==> src/scbo_pkg.sv <==
// package for the switched-cap block output control register bank
package scbo_pkg;
  localparam int unsigned NUM_BLOCKS = 4;
  localparam int unsigned REG_W = 8;
  localparam int unsigned ADDR_W = 10;
  // printed offsets are not all multiples of four: offsets are indices, byte address = 4*index
  localparam logic [7:0] IDX_A_CTRL1 = 8'h85;
  localparam logic [7:0] IDX_A_CTRL2 = 8'h86;
  localparam logic [7:0] IDX_B_CTRL1 = 8'h8D;
  localparam logic [7:0] IDX_B_CTRL2 = 8'h8E;
  localparam logic [7:0] IDX_C_CTRL1 = 8'h91;
  localparam logic [7:0] IDX_C_CTRL2 = 8'h92;
  localparam logic [7:0] IDX_D_CTRL1 = 8'h99;
  localparam logic [7:0] IDX_D_CTRL2 = 8'h9A;
  // own registers: phase select and feedback flag per block, bus state per block
  localparam logic [7:0] IDX_PHASE_CFG = 8'hA0;
  localparam logic [7:0] IDX_STATUS = 8'hA1;
  localparam int unsigned BIT_COL_BUS = 7;
  localparam int unsigned BIT_CMP_BUS = 6;
  localparam int unsigned BIT_AZ = 5;
  localparam int unsigned CAP_MSB = 4;
  localparam logic [7:0] CTRL_RESET = 8'h00;
  // phase sequencer: ticks per phase, dead tick between phases, late window of phase two
  localparam logic [3:0] PHASE_TICKS = 4'h4;
  localparam logic [3:0] LATE_TICK = 4'h2;
  localparam logic [1:0] HTRANS_NONSEQ = 2'h2;

  typedef enum logic [3:0] {
    SCBO_P1 = 4'b0001,
    SCBO_GAP1 = 4'b0010,
    SCBO_P2 = 4'b0100,
    SCBO_GAP2 = 4'b1000
  } scbo_phase_t;

  typedef struct packed {
    logic col_bus_en;
    logic col_bus_oe_n;
    logic cmp_bus_out;
    logic short_sw;
    logic in_to_gnd;
    logic in_to_amp;
    logic sum_pair_sw;
    logic fb_sw;
    logic [4:0] cap_size;
  } scbo_sw_t;
endpackage : scbo_pkg

==> src/scbo_ctrl.sv <==
// register bank and switch sequencing for four switched-cap output stages
// Functional notes
// - bus enable clear: column output high impedance
// - phase bit clear: drive late second phase
// - phase bit set: drive column continuously
// - bit 6 enables comparator bus drive
// - undriven comparator bus reads low
// - comparator sampled at first phase rise, held
// - auto-zero: short in phase one, inputs sequenced
// - auto-zero clear: switch open, inputs to amp
// - auto-zero activates summing node switch pair
// - low five bits: C capacitor unit count
// - bits 7,6,5 fields; all RW, reset zero
// - four instances, same address both banks
// - feedback switch gated by flag and auto-zero
`timescale 1ns/1ps
`default_nettype none
module scbo_ctrl #(
  parameter int unsigned BLOCKS = scbo_pkg::NUM_BLOCKS
) (
  input wire logic REF_CLK_IN, // 25 MHz clock
  input wire logic RST_IN, // async reset, active high
  input wire logic HSEL_IN, // ahb slave select
  input wire logic [31:0] HADDR_IN, // ahb address
  input wire logic [1:0] HTRANS_IN, // ahb transfer type
  input wire logic HWRITE_IN, // ahb write
  input wire logic [2:0] HSIZE_IN, // ahb size
  input wire logic [31:0] HWDATA_IN, // ahb write data
  input wire logic HREADY_IN, // ahb bus ready
  output logic [31:0] HRDATA_OUT, // ahb read data
  output logic HREADYOUT_OUT, // ahb slave ready
  output logic HRESP_OUT, // ahb response, always okay
  input wire logic [3:0] CMP_RESULT_IN, // comparator outputs, asynchronous
  output logic FIRST_PHASE_OUT, // first internal phase
  output logic SECOND_PHASE_OUT, // second internal phase
  output var scbo_pkg::scbo_sw_t [3:0] SW_OUT, // per block switch controls
  output logic [3:0] CMP_BUS_OUT // column comparator bus level
);
  typedef struct packed {
    logic [3:0][7:0] ctrl_one;
    logic [3:0][7:0] ctrl_two;
    logic [7:0] phase_cfg;
    scbo_pkg::scbo_phase_t phase;
    logic [3:0] tick;
    logic [3:0] cmp_sync1;
    logic [3:0] cmp_sync2;
    logic [3:0] cmp_latch;
    logic wr_pend;
    logic [7:0] wr_idx;
    logic [31:0] rdata;
    scbo_pkg::scbo_sw_t [3:0] sw;
    logic p1;
    logic p2;
  } scbo_state_t;

  scbo_state_t st_reg;
  scbo_state_t st_next;

  // idle switch set: column released, inputs on the amplifier, nothing shorted
  localparam scbo_pkg::scbo_sw_t SW_IDLE = '{
    col_bus_en: 1'b0,
    col_bus_oe_n: 1'b1,
    cmp_bus_out: 1'b0,
    short_sw: 1'b0,
    in_to_gnd: 1'b0,
    in_to_amp: 1'b1,
    sum_pair_sw: 1'b0,
    fb_sw: 1'b0,
    cap_size: 5'h00
  };

  // maps a control-two index to its block, or none
  function automatic logic [2:0] ctrl_two_block(input logic [7:0] idx);
    unique case (idx)
      scbo_pkg::IDX_A_CTRL2: ctrl_two_block = 3'h0;
      scbo_pkg::IDX_B_CTRL2: ctrl_two_block = 3'h1;
      scbo_pkg::IDX_C_CTRL2: ctrl_two_block = 3'h2;
      scbo_pkg::IDX_D_CTRL2: ctrl_two_block = 3'h3;
      default: ctrl_two_block = 3'h4;
    endcase
  endfunction : ctrl_two_block

  function automatic logic [2:0] ctrl_one_block(input logic [7:0] idx);
    unique case (idx)
      scbo_pkg::IDX_A_CTRL1: ctrl_one_block = 3'h0;
      scbo_pkg::IDX_B_CTRL1: ctrl_one_block = 3'h1;
      scbo_pkg::IDX_C_CTRL1: ctrl_one_block = 3'h2;
      scbo_pkg::IDX_D_CTRL1: ctrl_one_block = 3'h3;
      default: ctrl_one_block = 3'h4;
    endcase
  endfunction : ctrl_one_block

  logic addr_ph;
  logic [7:0] a_idx;
  logic [2:0] b1;
  logic [2:0] b2;
  logic [2:0] rb1;
  logic [2:0] rb2;
  logic late_p2;
  logic [7:0] status_v;

  assign addr_ph = HSEL_IN && HREADY_IN && (HTRANS_IN == scbo_pkg::HTRANS_NONSEQ);
  // byte address is four times the register index; bank bit is not decoded
  assign a_idx = HADDR_IN[scbo_pkg::ADDR_W-1:2];
  assign b1 = ctrl_one_block(st_reg.wr_idx);
  assign b2 = ctrl_two_block(st_reg.wr_idx);
  assign rb1 = ctrl_one_block(a_idx);
  assign rb2 = ctrl_two_block(a_idx);

  always_comb begin
    status_v = {st_reg.cmp_latch, CMP_BUS_OUT};
    st_next = st_reg;
    st_next.cmp_sync1 = CMP_RESULT_IN;
    st_next.cmp_sync2 = st_reg.cmp_sync1;
    // write data phase
    st_next.wr_pend = 1'b0;
    if (st_reg.wr_pend) begin
      if (b2 != 3'h4) begin
        st_next.ctrl_two[b2[1:0]] = HWDATA_IN[scbo_pkg::REG_W-1:0];
      end else if (b1 != 3'h4) begin
        st_next.ctrl_one[b1[1:0]] = HWDATA_IN[scbo_pkg::REG_W-1:0];
      end else if (st_reg.wr_idx == scbo_pkg::IDX_PHASE_CFG) begin
        st_next.phase_cfg = HWDATA_IN[scbo_pkg::REG_W-1:0];
      end
    end
    if (addr_ph) begin
      st_next.wr_pend = HWRITE_IN;
      st_next.wr_idx = a_idx;
      st_next.rdata = 32'h0000_0000;
      // read after the pending write, so a back-to-back read sees the new value
      if (!HWRITE_IN) begin
        if (rb2 != 3'h4) begin
          st_next.rdata = {24'h00_0000, st_next.ctrl_two[rb2[1:0]]};
        end else if (rb1 != 3'h4) begin
          st_next.rdata = {24'h00_0000, st_next.ctrl_one[rb1[1:0]]};
        end else if (a_idx == scbo_pkg::IDX_PHASE_CFG) begin
          st_next.rdata = {24'h00_0000, st_next.phase_cfg};
        end else if (a_idx == scbo_pkg::IDX_STATUS) begin
          st_next.rdata = {24'h00_0000, status_v};
        end
      end
    end
    // phase sequencer with a dead tick between phases
    st_next.tick = st_reg.tick + 4'h1;
    unique case (st_reg.phase)
      scbo_pkg::SCBO_P1: begin
        if (st_reg.tick == scbo_pkg::PHASE_TICKS - 4'h1) begin
          st_next.phase = scbo_pkg::SCBO_GAP1;
          st_next.tick = 4'h0;
        end
      end
      scbo_pkg::SCBO_GAP1: begin
        st_next.phase = scbo_pkg::SCBO_P2;
        st_next.tick = 4'h0;
      end
      scbo_pkg::SCBO_P2: begin
        if (st_reg.tick == scbo_pkg::PHASE_TICKS - 4'h1) begin
          st_next.phase = scbo_pkg::SCBO_GAP2;
          st_next.tick = 4'h0;
        end
      end
      scbo_pkg::SCBO_GAP2: begin
        st_next.phase = scbo_pkg::SCBO_P1;
        st_next.tick = 4'h0;
        st_next.cmp_latch = st_reg.cmp_sync2; // sampled as first phase rises
      end
      default: begin
        st_next.phase = scbo_pkg::SCBO_GAP2;
        st_next.tick = 4'h0;
      end
    endcase
    st_next.p1 = (st_next.phase == scbo_pkg::SCBO_P1);
    st_next.p2 = (st_next.phase == scbo_pkg::SCBO_P2);
    // late window taken from the phase being entered, so it lines up with the phase output
    late_p2 = (st_next.phase == scbo_pkg::SCBO_P2) && (st_next.tick >= scbo_pkg::LATE_TICK);
    for (int i = 0; i < 4; i++) begin
      logic [7:0] c;
      logic az;
      logic fsel;
      logic fflag;
      c = st_reg.ctrl_two[i];
      az = c[scbo_pkg::BIT_AZ];
      fsel = st_reg.phase_cfg[i];
      fflag = st_reg.phase_cfg[i + scbo_pkg::NUM_BLOCKS];
      // column bus: off, late second phase, or continuous
      st_next.sw[i].col_bus_en = c[scbo_pkg::BIT_COL_BUS] && (fsel || late_p2);
      st_next.sw[i].col_bus_oe_n = !st_next.sw[i].col_bus_en;
      st_next.sw[i].cmp_bus_out = c[scbo_pkg::BIT_CMP_BUS] && st_reg.cmp_latch[i];
      st_next.sw[i].short_sw = az && st_next.p1;
      st_next.sw[i].in_to_gnd = az && st_next.p1;
      st_next.sw[i].in_to_amp = !az || st_next.p2;
      st_next.sw[i].sum_pair_sw = az;
      st_next.sw[i].fb_sw = fflag && (!az || st_next.p2);
      st_next.sw[i].cap_size = c[scbo_pkg::CAP_MSB:0];
    end
  end

  always_ff @(posedge REF_CLK_IN or posedge RST_IN) begin
    if (RST_IN) begin
      st_reg <= '0; // all control registers clear at power-on, phase set to the second gap
      st_reg.phase <= scbo_pkg::SCBO_GAP2;
      st_reg.sw <= {4{SW_IDLE}}; // column released, inputs on amp
    end else begin
      st_reg <= st_next;
    end
  end

  always_comb begin
    for (int i = 0; i < 4; i++) begin
      // no driver in the column leaves the bus low
      CMP_BUS_OUT[i] = st_reg.sw[i].cmp_bus_out;
    end
  end

  assign HRDATA_OUT = st_reg.rdata;
  assign HREADYOUT_OUT = 1'b1;
  assign HRESP_OUT = 1'b0;
  assign FIRST_PHASE_OUT = st_reg.p1;
  assign SECOND_PHASE_OUT = st_reg.p2;
  assign SW_OUT = st_reg.sw;
endmodule : scbo_ctrl
`default_nettype wire

==> config.mk <==
export PLATFORM = sky130hd
export DESIGN_NAME = scbo_ctrl
export DESIGN_NICKNAME = d
export VERILOG_FILES = /design/src/scbo_pkg.sv /design/src/scbo_ctrl.sv
export SDC_FILE = /design/constraint.sdc
export NUM_CORES = 1
export LEC_CHECK = 0
export BUFFER_PORTS_ARGS = -buffer_cell sky130_fd_sc_hd__buf_2
export CORE_MARGIN = 1.5
export CORE_UTILIZATION = 50
export DETAILED_ROUTE_END_ITERATION = 10
export GPL_TIMING_DRIVEN = 0
export MAX_ROUTING_LAYER = met4
export PLACE_DENSITY = 0.87
export SKIP_CTS_REPAIR_TIMING = 1
export SKIP_LAST_GASP = 1
export SLEW_MARGIN = 40
export SYNTH_ARGS = -nofsm -noshare
export SYNTH_HDL_FRONTEND = slang
export SYNTH_SLANG_ARGS = --single-unit
==> constraint.sdc <==
create_clock -name REF_CLK_IN -period 9.45 [get_ports REF_CLK_IN]
set_clock_uncertainty 0.2 [all_clocks]
set_input_delay 1.89 -clock REF_CLK_IN [delete_from_list [all_inputs] [get_ports REF_CLK_IN]]
set_output_delay 1.89 -clock REF_CLK_IN [all_outputs]
set_load 0.05 [all_outputs]
Word-level counts from Yosys, hierarchy flattened
Cells that the tools add are included.
{ "classes": {"eq_ne": 31, "bitwise_logic": 0, "div": 0, "order_cmp": 7, "mul": 0, "n_mux": 30, "reduce_logical": 37, "n_shift": 0, "addsub": 1} }
{ "ops": {"columns": ["cell", "n"], "rows": [
  ["equality test 8 bit (second input constant)", 19],
  ["two-way mux 8 bit", 14],
  ["two-way mux 32 bit", 3],
  ["two-way mux 72 bit", 1],
  ["bitwise mux 32 bit", 2],
  ["one-hot mux 3 bit (4 select lines)", 4],
  ["two-way mux 41 bit", 1],
  ["binary-select mux 8 bit (select 2 bit)", 2],
  ["demux 8 bit (select 2 bit)", 2],
  ["one-hot mux 8 bit (4 select lines)", 1],
  ["logical AND 1 bit", 21],
  ["less-than comparator 2 x 3 -> 1 bit (second input constant)", 4],
  ["!= test 3 bit (second input constant)", 4],
  ["equality test 4 x 1 -> 1 bit (second input constant)", 2],
  ["equality test 4 x 2 -> 1 bit (second input constant)", 2],
  ["equality test 4 x 3 -> 1 bit (second input constant)", 2],
  ["zero test 1 bit", 8],
  ["logical OR 1 bit", 8],
  ["adder 4 x 1 -> 4 bit (second input constant)", 1],
  ["equality test 4 bit (second input constant)", 1],
  ["greater-or-equal comparator 2 x 1 -> 1 bit (second input constant)", 2],
  ["greater-or-equal comparator 4 x 2 -> 1 bit (second input constant)", 1],
  ["equality test 2 bit (second input constant)", 1]
]} }
{ "word_totals": {"word_cells": 157, "romBits": 0, "input_bits": 78, "ram_bits": 0, "output_inout_bits": 92, "latch_bits": 0, "regBits": 183, "memories": 0} }

Depth between registers and ports, before layout
Gate-level depths: netlist of run 1.
{ "logic_depth": {"depth_word": 16, "depth_mapped": 8, "mapped_depth_nobuf": 7} }

Least setup slack after synthesis of run 1
Ideal clock, no wire load.
{ "synth_timing": {"path_kind": "in2reg", "startpoint": "input port HADDR_IN[7]", "endpoint": "register st_reg, in the netlist HRDATA_OUT[0]", "setup_ps": 82, "t_arrival_ps": 3580, "required_ps": 9168, "n_path_buf": 1, "stages": 7, "setup_slack_ps": 5588, "cell_sequence": "or3b_1 buf_2 or4_4 nor3_4 nand2_1 and3_1 a31oi_1"} }
{ "synth_between": {"elab_chain_cells": 7, "elab_cells_between_ends": 23, "classes_between": "12 x eq/ne; 11 x mux"} }
{ "synth_rtl": {"columns": ["item", "line_no", "source"], "rows": [
  ["start, declared", "scbo_ctrl.sv:24", "input wire logic [31:0] HADDR_IN,"],
  ["equality test 8 bit", "scbo_ctrl.sv:84", "unique case (idx)"],
  ["one-hot mux 3 bit (4 select lines)", "scbo_ctrl.sv:84", null],
  ["binary-select mux 8 bit (select 2 bit)", "scbo_ctrl.sv:135", "st_next.rdata = {24'h00_0000, st_next.ctrl_one[rb1[1:0]]};"],
  ["two-way mux 8 bit (not written as such)", "scbo_ctrl.sv:135", null],
  ["two-way mux 8 bit", "scbo_ctrl.sv:134", "end else if (rb1 != 3'h4) begin"],
  ["two-way mux 8 bit (*)", "scbo_ctrl.sv:132", "if (rb2 != 3'h4) begin"],
  ["two-way mux 8 bit (*)", "scbo_ctrl.sv:131", "if (!HWRITE_IN) begin"],
  ["end signal, assigned", "scbo_ctrl.sv:204", "st_reg <= st_next;"],
  ["end, declared", "scbo_ctrl.sv:56", "scbo_state_t st_reg;"]
]} }
Mark *: on every way between the ends. The rest lies on a longest branch, timed or not. The select of a mux whose other input is x is not followed.
A chain may end at the register's enable or synchronous reset.

Worst setup path after layout of run 1
{ "layout_timing": {"startpoint": "input port HADDR_IN[7]", "endpoint": "register st_reg, in the netlist HRDATA_OUT[5]"} }
Same word-level chain as after synthesis.

==> results.md, run 1 <==
- Placer Congestion: about 0.85
- CP Capture Point: HRDATA_OUT[5]
- Worst-skew pair later-pin latency: 420 ps
- Yosys reg bits: roughly 160
- Crit path cell chain: buf_2 -> or3b_1 -> buf_2 -> a211oi_2 -> clkbuf_1 -> nand2_1 -> a221oi_1 -> o21ai_0 -> o31a_1
- Core Region: approximately 0.014 sq mm
- Power Total: between 1.5 and 2 mW
- CTS tree: done
- Worst path arrival time: between 4000 and 5000 ps
- Post-DP Area: just under 0.008 sq mm
- R2R cell count: 7
- Critical Path Sink Type: flip-flop
- Synthesis-to-finish area growth: 19.4%
- NetSw: around 0.41 mW
- Crit path top cell by count: buf_2
- Root Buffer: clkbuf_16
- GRT Residual Overflow: 0
- Netlist cell types: just over 60
- Worst R2R End: HRDATA_OUT[4]
- Final min period: about 4000 ps
- Min-delay src: st_next[99]
- Hold WS: between 100 and 150 ps
- Slew margin rel.: ~47%
- Max IR drop VDD: 0.000102 V
- Sw frac: 25.7%
- TritonCTS Buffers: 17
- Post-route ant nets: 0
- Fin crit share: a little over two fifths
- Mean Syn Cell Area: roughly 12 sq um
- Slew @ Worst Pin: a little under 800 ps
- Area leader, netlist: dfrtp_1
- Internal power: 1.18 mW
- Unrepaired setup endpoints after global routing: false
- Layout cells sized above 1: roughly 44%
- Fmax: about 250 MHz
- Post-route DRC: 0
- Global-route wire length before repair: 25100 um
- Final hold viol count: 0
- Total track usage: 23.4%
- Critical Path RT: 9560 ps
- Worst setup path start: HADDR_IN[7]
- I/O pin cnt: 170
- # nets final: between 700 and 800
- Overall routed net length: between 15000 and 20000 um
- Clk buf depth: 2
- Flop2flop setup slack: ~6700 ps
- Vias in the first global route: between 4000 and 5000
- Yosys top cell area share: between 50% and 60%
- Initial Util: between 50% and 60%
- Seq pwr share: a little under half
- Pwr dens: around 190 mW/mm^2
- Max stage delay on crit path: 500 ps
- Crit path launch type: primary input
- EDFF count, synth: 0
- Final setup vio count: 0
- Largest net degree at the start of global routing: 86
- # diodes: 0
- Die area: 0.0150 sq mm
- Main synth FF type: dfrtp_1
- Drt via density: between 5 and 6
- Slowest cell on crit path: clkbuf_1
- Critical path fanouts, max: 10
- CTS H-Tree Depth: 4
- WP buf/inv: 3
- Dpl hpwl: approximately 11000 um
- Static Leak: between 3 and 4 nW
- Mapped cell area: about 0.007 sq mm
- Max reg flops: 73
- Syn. warnings: 0
- Cell Rows: 43
- Final slew viol count: 0
- Clock-pin transition on the worst setup and hold timing paths: approximately 60 ps
- Ys async rst share: 100%
- Final Cell Area: roughly 0.0085 sq mm
- DRT iter0 DRCs: 429
- Gate Count Post-Synth: 576
- Crit path depth: 9
- FF-to-FF Start: st_reg[86]
- PortBufs: 85
- Initial antenna violation count: 0
- HP Class: flip-flop to flip-flop
- Top cells by area, synth: dfrtp_1, mux2_2, buf_4
- Clock power share: 42.9%
- Sink Count: about 160
- Status: finished, final reports clean
- First drt pass iteration count: 5
- Hold Path Depth: 0
- Die Ht: 122 um
- Critical path type: primary input to flip-flop
- Total of max-cap violations: 0
- Die Wd: 122 um
- Combinational Power Share: a little over a tenth
- Fin util: between 60% and 70%
- Setup TNS: 0 ps
- Post-synthesis sequential area ratio: a little under three fifths
- Via count: approximately 4900
- Delay-heaviest family, CP: compound AO/OA/AOI/OAI gates
- Average wire per standard cell: approximately 18 um
-- cell usage in the layout (no fill, tap or decap), types with 10 or more instances in the layout --
| cell type | instances |
|---|---|
| buf_2 | 90 |
| nand2_1 | 41 |
| a22oi_1 | 10 |
| clkbuf_1 | 12 |
| and2_1 | 13 |
| mux2_2 | 77 |
| o21ai_0 | 15 |
| nor2_1 | 20 |
| buf_4 | 91 |
| dfrtp_1 | 150 |
| clkbuf_16 | 17 |
| conb_1 | 26 |
-- metal layers --
layer,GRT usage [%],vias to the layer above,wire [um]
met5,-,-,0
met4,8.79,0,409
met3,5.95,45,1110
met2,36.8,218,8160
met1,29.3,2413,6500
li1,-,2188,-
-- final cells by class --
class                      instances  area [sq um]
fill                            1080          5390
inverter                           7          33.8
clock buffer                      24           482
buffer                           111           764
multi-input combinational        323          2440
clock inverter                     8           106
timing repair buffer              86           453
sequential                       159          3990
tap                              180           225
-- cell families (layout without fill, tap and decap cells) --
| family | after synthesis | after routing | synth area share (%) |
|---|---|---|---|
| compound gates | 77 | 77 | 8.10 |
| xor+xnor | 4 | 4 | 0.492 |
| fa+ha+maj | 1 | 1 | 0.176 |
| buf+inv | 118 | 236 | 11.1 |
| flops | 159 | 159 | 56.1 |
| mux | 81 | 81 | 12.8 |
| other cells | 2 | 26 | 0.106 |
| simple gates | 134 | 134 | 11.1 |
-- synth_stat cells, drive strengths merged, types with 2 or more instances --
cell / number
and2: 13
a211oi: 3
o221ai: 7
and3: 3
conb: 2
a221o: 4
o21ai: 15
or3: 2
nand3: 7
clkbuf: 8
a21oi: 3
nand2: 41
or4: 3
or3b: 2
a221oi: 9
nand3b: 2
o31a: 2
nor2: 21
nor3b: 2
a22oi: 10
a22o: 4
mux2i: 3
nand2b: 6
mux2: 78
o21a: 9
or2: 3
nand4b: 2
xnor2: 4
buf: 103
dfrtp: 150
a31oi: 4
inv: 7
nand4: 5
dfstp: 9
nor4: 3
and4bb: 3
nor3: 11
-- per-stage QoR --
stage	setup slack, ps	cells
finish	5420	898
global placement	1570	865
CTS	5490	898
detailed placement	5080	866
global route	5300	898
floorplan	3080	600
-- power by group through the flow --
stage	logic, mW	clock network (mW)	registers (mW)
after floorplan	0.140	0	0.740
after global placement	0.165	0	0.746
after detailed placement	0.171	0	0.748
after CTS	0.172	0.687	0.736
after global routing	0.183	0.719	0.740
final	0.172	0.684	0.737
-- worst min path at each step --
stage,to,slack (ps)
2_1_floorplan,st_reg[100],130
3_3_place_gp,st_reg[101],130
3_5_place_dp,st_reg[99],140
4_1_cts,st_reg[99],140
5_1_grt,st_reg[102],140
6_report,st_reg[99],130
Power figures use the tool's default switching activity.
==> inputs of run 2 (changes only) <==
--- a/config.mk
+++ b/config.mk
@@ -7,11 +7,11 @@
 export LEC_CHECK = 0
 export BUFFER_PORTS_ARGS = -buffer_cell sky130_fd_sc_hd__buf_2
 export CORE_MARGIN = 1.5
-export CORE_UTILIZATION = 50
+export CORE_UTILIZATION = 49
 export DETAILED_ROUTE_END_ITERATION = 10
 export GPL_TIMING_DRIVEN = 0
 export MAX_ROUTING_LAYER = met4
-export PLACE_DENSITY = 0.87
+export PLACE_DENSITY = 0.89
 export SKIP_CTS_REPAIR_TIMING = 1
 export SKIP_LAST_GASP = 1
 export SLEW_MARGIN = 40
==> constraint.sdc (replaced) <==
create_clock -name REF_CLK_IN -period 3.4 [get_ports REF_CLK_IN]
set_clock_uncertainty 0.2 [all_clocks]
set_input_delay 0.68 -clock REF_CLK_IN [delete_from_list [all_inputs] [get_ports REF_CLK_IN]]
set_output_delay 0.68 -clock REF_CLK_IN [all_outputs]
set_load 0.05 [all_outputs]
==> results.md, run 2 (synthesis gave the netlist of run 1 again) <==
- Unrepaired setup endpoints after global routing: false
- Post-DP Area: just over 0.008 sq mm
- Total track usage: ~24%
- Non-filler cells, final: ~900
- Worst path arrival time: around 3000 ps
- Critical Path RT: 3520 ps
- Final hold viol count: 0
- Overall routed net length: 17100 um
- Pwr dens: between 500 and 600 mW/mm^2
- Placer Congestion: just under 0.9
- Via count: 5032
- Dpl hpwl: between 10000 and 15000 um
- Die Ht: around 120 um
- Average wire per standard cell: about 19 um
- Worst-skew pair later-pin latency: 430 ps
- Cell Rows: between 40 and 50
- Drt via density: approximately 5.6
- Total of max-cap violations: 0
- Sink Count: 159
- # diodes: 0
- Final min period: a little under 3000 ps
- Final Cell Area: 0.00869 sq mm
- Most frequent cells in the layout: dfrtp_1, buf_4, buf_2, mux2_2, nand2_1
- Clock-pin transition on the worst setup and hold timing paths: around 60 ps
- Slew margin rel.: 46.2%
- Clk buf depth: 2
- Synthesis-to-finish area growth: 22.1%
- Max reg flops: 73
- Largest net degree at the start of global routing: 28
- Critical Path Sink Type: flip-flop
- Die area: about 0.015 sq mm
- # nets final: 790
- Slew @ Worst Pin: 804 ps
- Root Buffer: clkbuf_16
- CTS H-Tree Depth: 4
- Final setup vio count: 0
- Cell count after placement: 872
- Global-route wire length before repair: between 20000 and 30000 um
- Status: finished, final reports clean
- Crit path launch type: primary input
- Fmax: ~340 MHz
- Post-route DRC: 0
- Critical path type: primary input to flip-flop
- Storage cell area: around 0.0040 sq mm
- TritonCTS Buffers: 17
- Hold WS: between 50 and 60 ps
- Post-route ant nets: 0
- Initial Util: around half
- Commonest non-fill, non-tap cell in the layout: dfrtp_1
- Layout cells sized above 1: about 45%
- Die Wd: 124 um
- DR WL met3: approximately 1400 um
- Fill count: around 1100
- Final slew viol count: 0
- Initial antenna violation count: 0
- CTS tree: done
- HP Class: primary input to asynchronous set/reset pin
- Core Region: between 0.01 and 0.015 sq mm
- I/O pin cnt: 170
- Max IR drop VDD: 0.000353 V
- First drt pass iteration count: 6
- Static Leak: 4.01 nW
- GRT Residual Overflow: 0
- PortBufs: 85
- Met1 wire length: about 6500 um
- DR WL met2: 8560 um
- Critical path fanouts, max: 10
- Fin crit share: a little under nine tenths
- Vias in the first global route: approximately 5000
- DRT iter0 DRCs: between 400 and 500
- Top routing layer used: met4
- Area of the multi-input gates: 0.00244 sq mm
-- run 2: cell count changes in the layout (fill, tap and decap cells not counted), sizes merged --
cell      before  now
buf          189  195
clkbuf        32   28
bufinv         2    4
clkinv         4    5
clkinvlp       2    3
-- run 2: report_power, final --
group	internal [mW]	total [mW]	switching [mW]
clock network	1.25	2.05	0.798
registers	1.98	2.05	0.0652
logic	0.179	0.503	0.324
total	3.42	4.61	1.19
-- run 2: layout make-up --
type / count / area share (%)
Sequential cell: 159 / 45.9
Multi-Input combinational cell: 323 / 28.1
Buffer: 111 / 8.80
Timing Repair Buffer: 92 / 7.03
Clock buffer: 20 / 5.14
Tap cell: 180 / 2.59
Clock inverter: 12 / 2.12
Inverter: 7 / 0.346
-- run 2: worst max-delay path, stage by stage --
cell	delay, ps
buf_2	110
or3b_1	360
buf_2	180
a211oi_2	500
clkbuf_1	490
nand2_1	120
a221oi_1	280
o21ai_0	170
o31a_1	140
-- run 2: path summary, 6_finish.rpt --
| check | startpoint | endpoint | slack, ps | depth (start not counted) |
|---|---|---|---|---|
| max | HADDR_IN[7] | HRDATA_OUT[5] | 480 | 9 |
| min | RST_IN | SW_OUT[34] | 60 | 2 |
| max reg2reg | st_reg[86] | HRDATA_OUT[5] | 520 | 7 |
| min reg2reg | st_next[99] | st_reg[99] | 150 | 0 |
| max in group asynchronous | RST_IN | st_next[5] | 2100 | 5 |
| min in group REF_CLK_IN | st_next[99] | st_reg[99] | 150 | 0 |
-- run 2: layer usage --
layer | vias up | global-route usage, %
met3 | 66 | 6.27
met2 | 300 | 39.5
met1 | 2468 | 29.3
met5 | - | -
met4 | 0 | 9.77
li1 | 2198 | -
-- run 2: per-stage QoR --
stage               setup WS, ps  total power, mW  TNS [ps]  utilization [%]
finish                       477             4.61         0             61.9
global route                 453             4.74         0             61.9
CTS                          605             4.61         0             61.9
detailed placement           202             2.58         0             57.4
global placement            -343             2.53    -49920             56.0
floorplan                    512             2.45         0                -
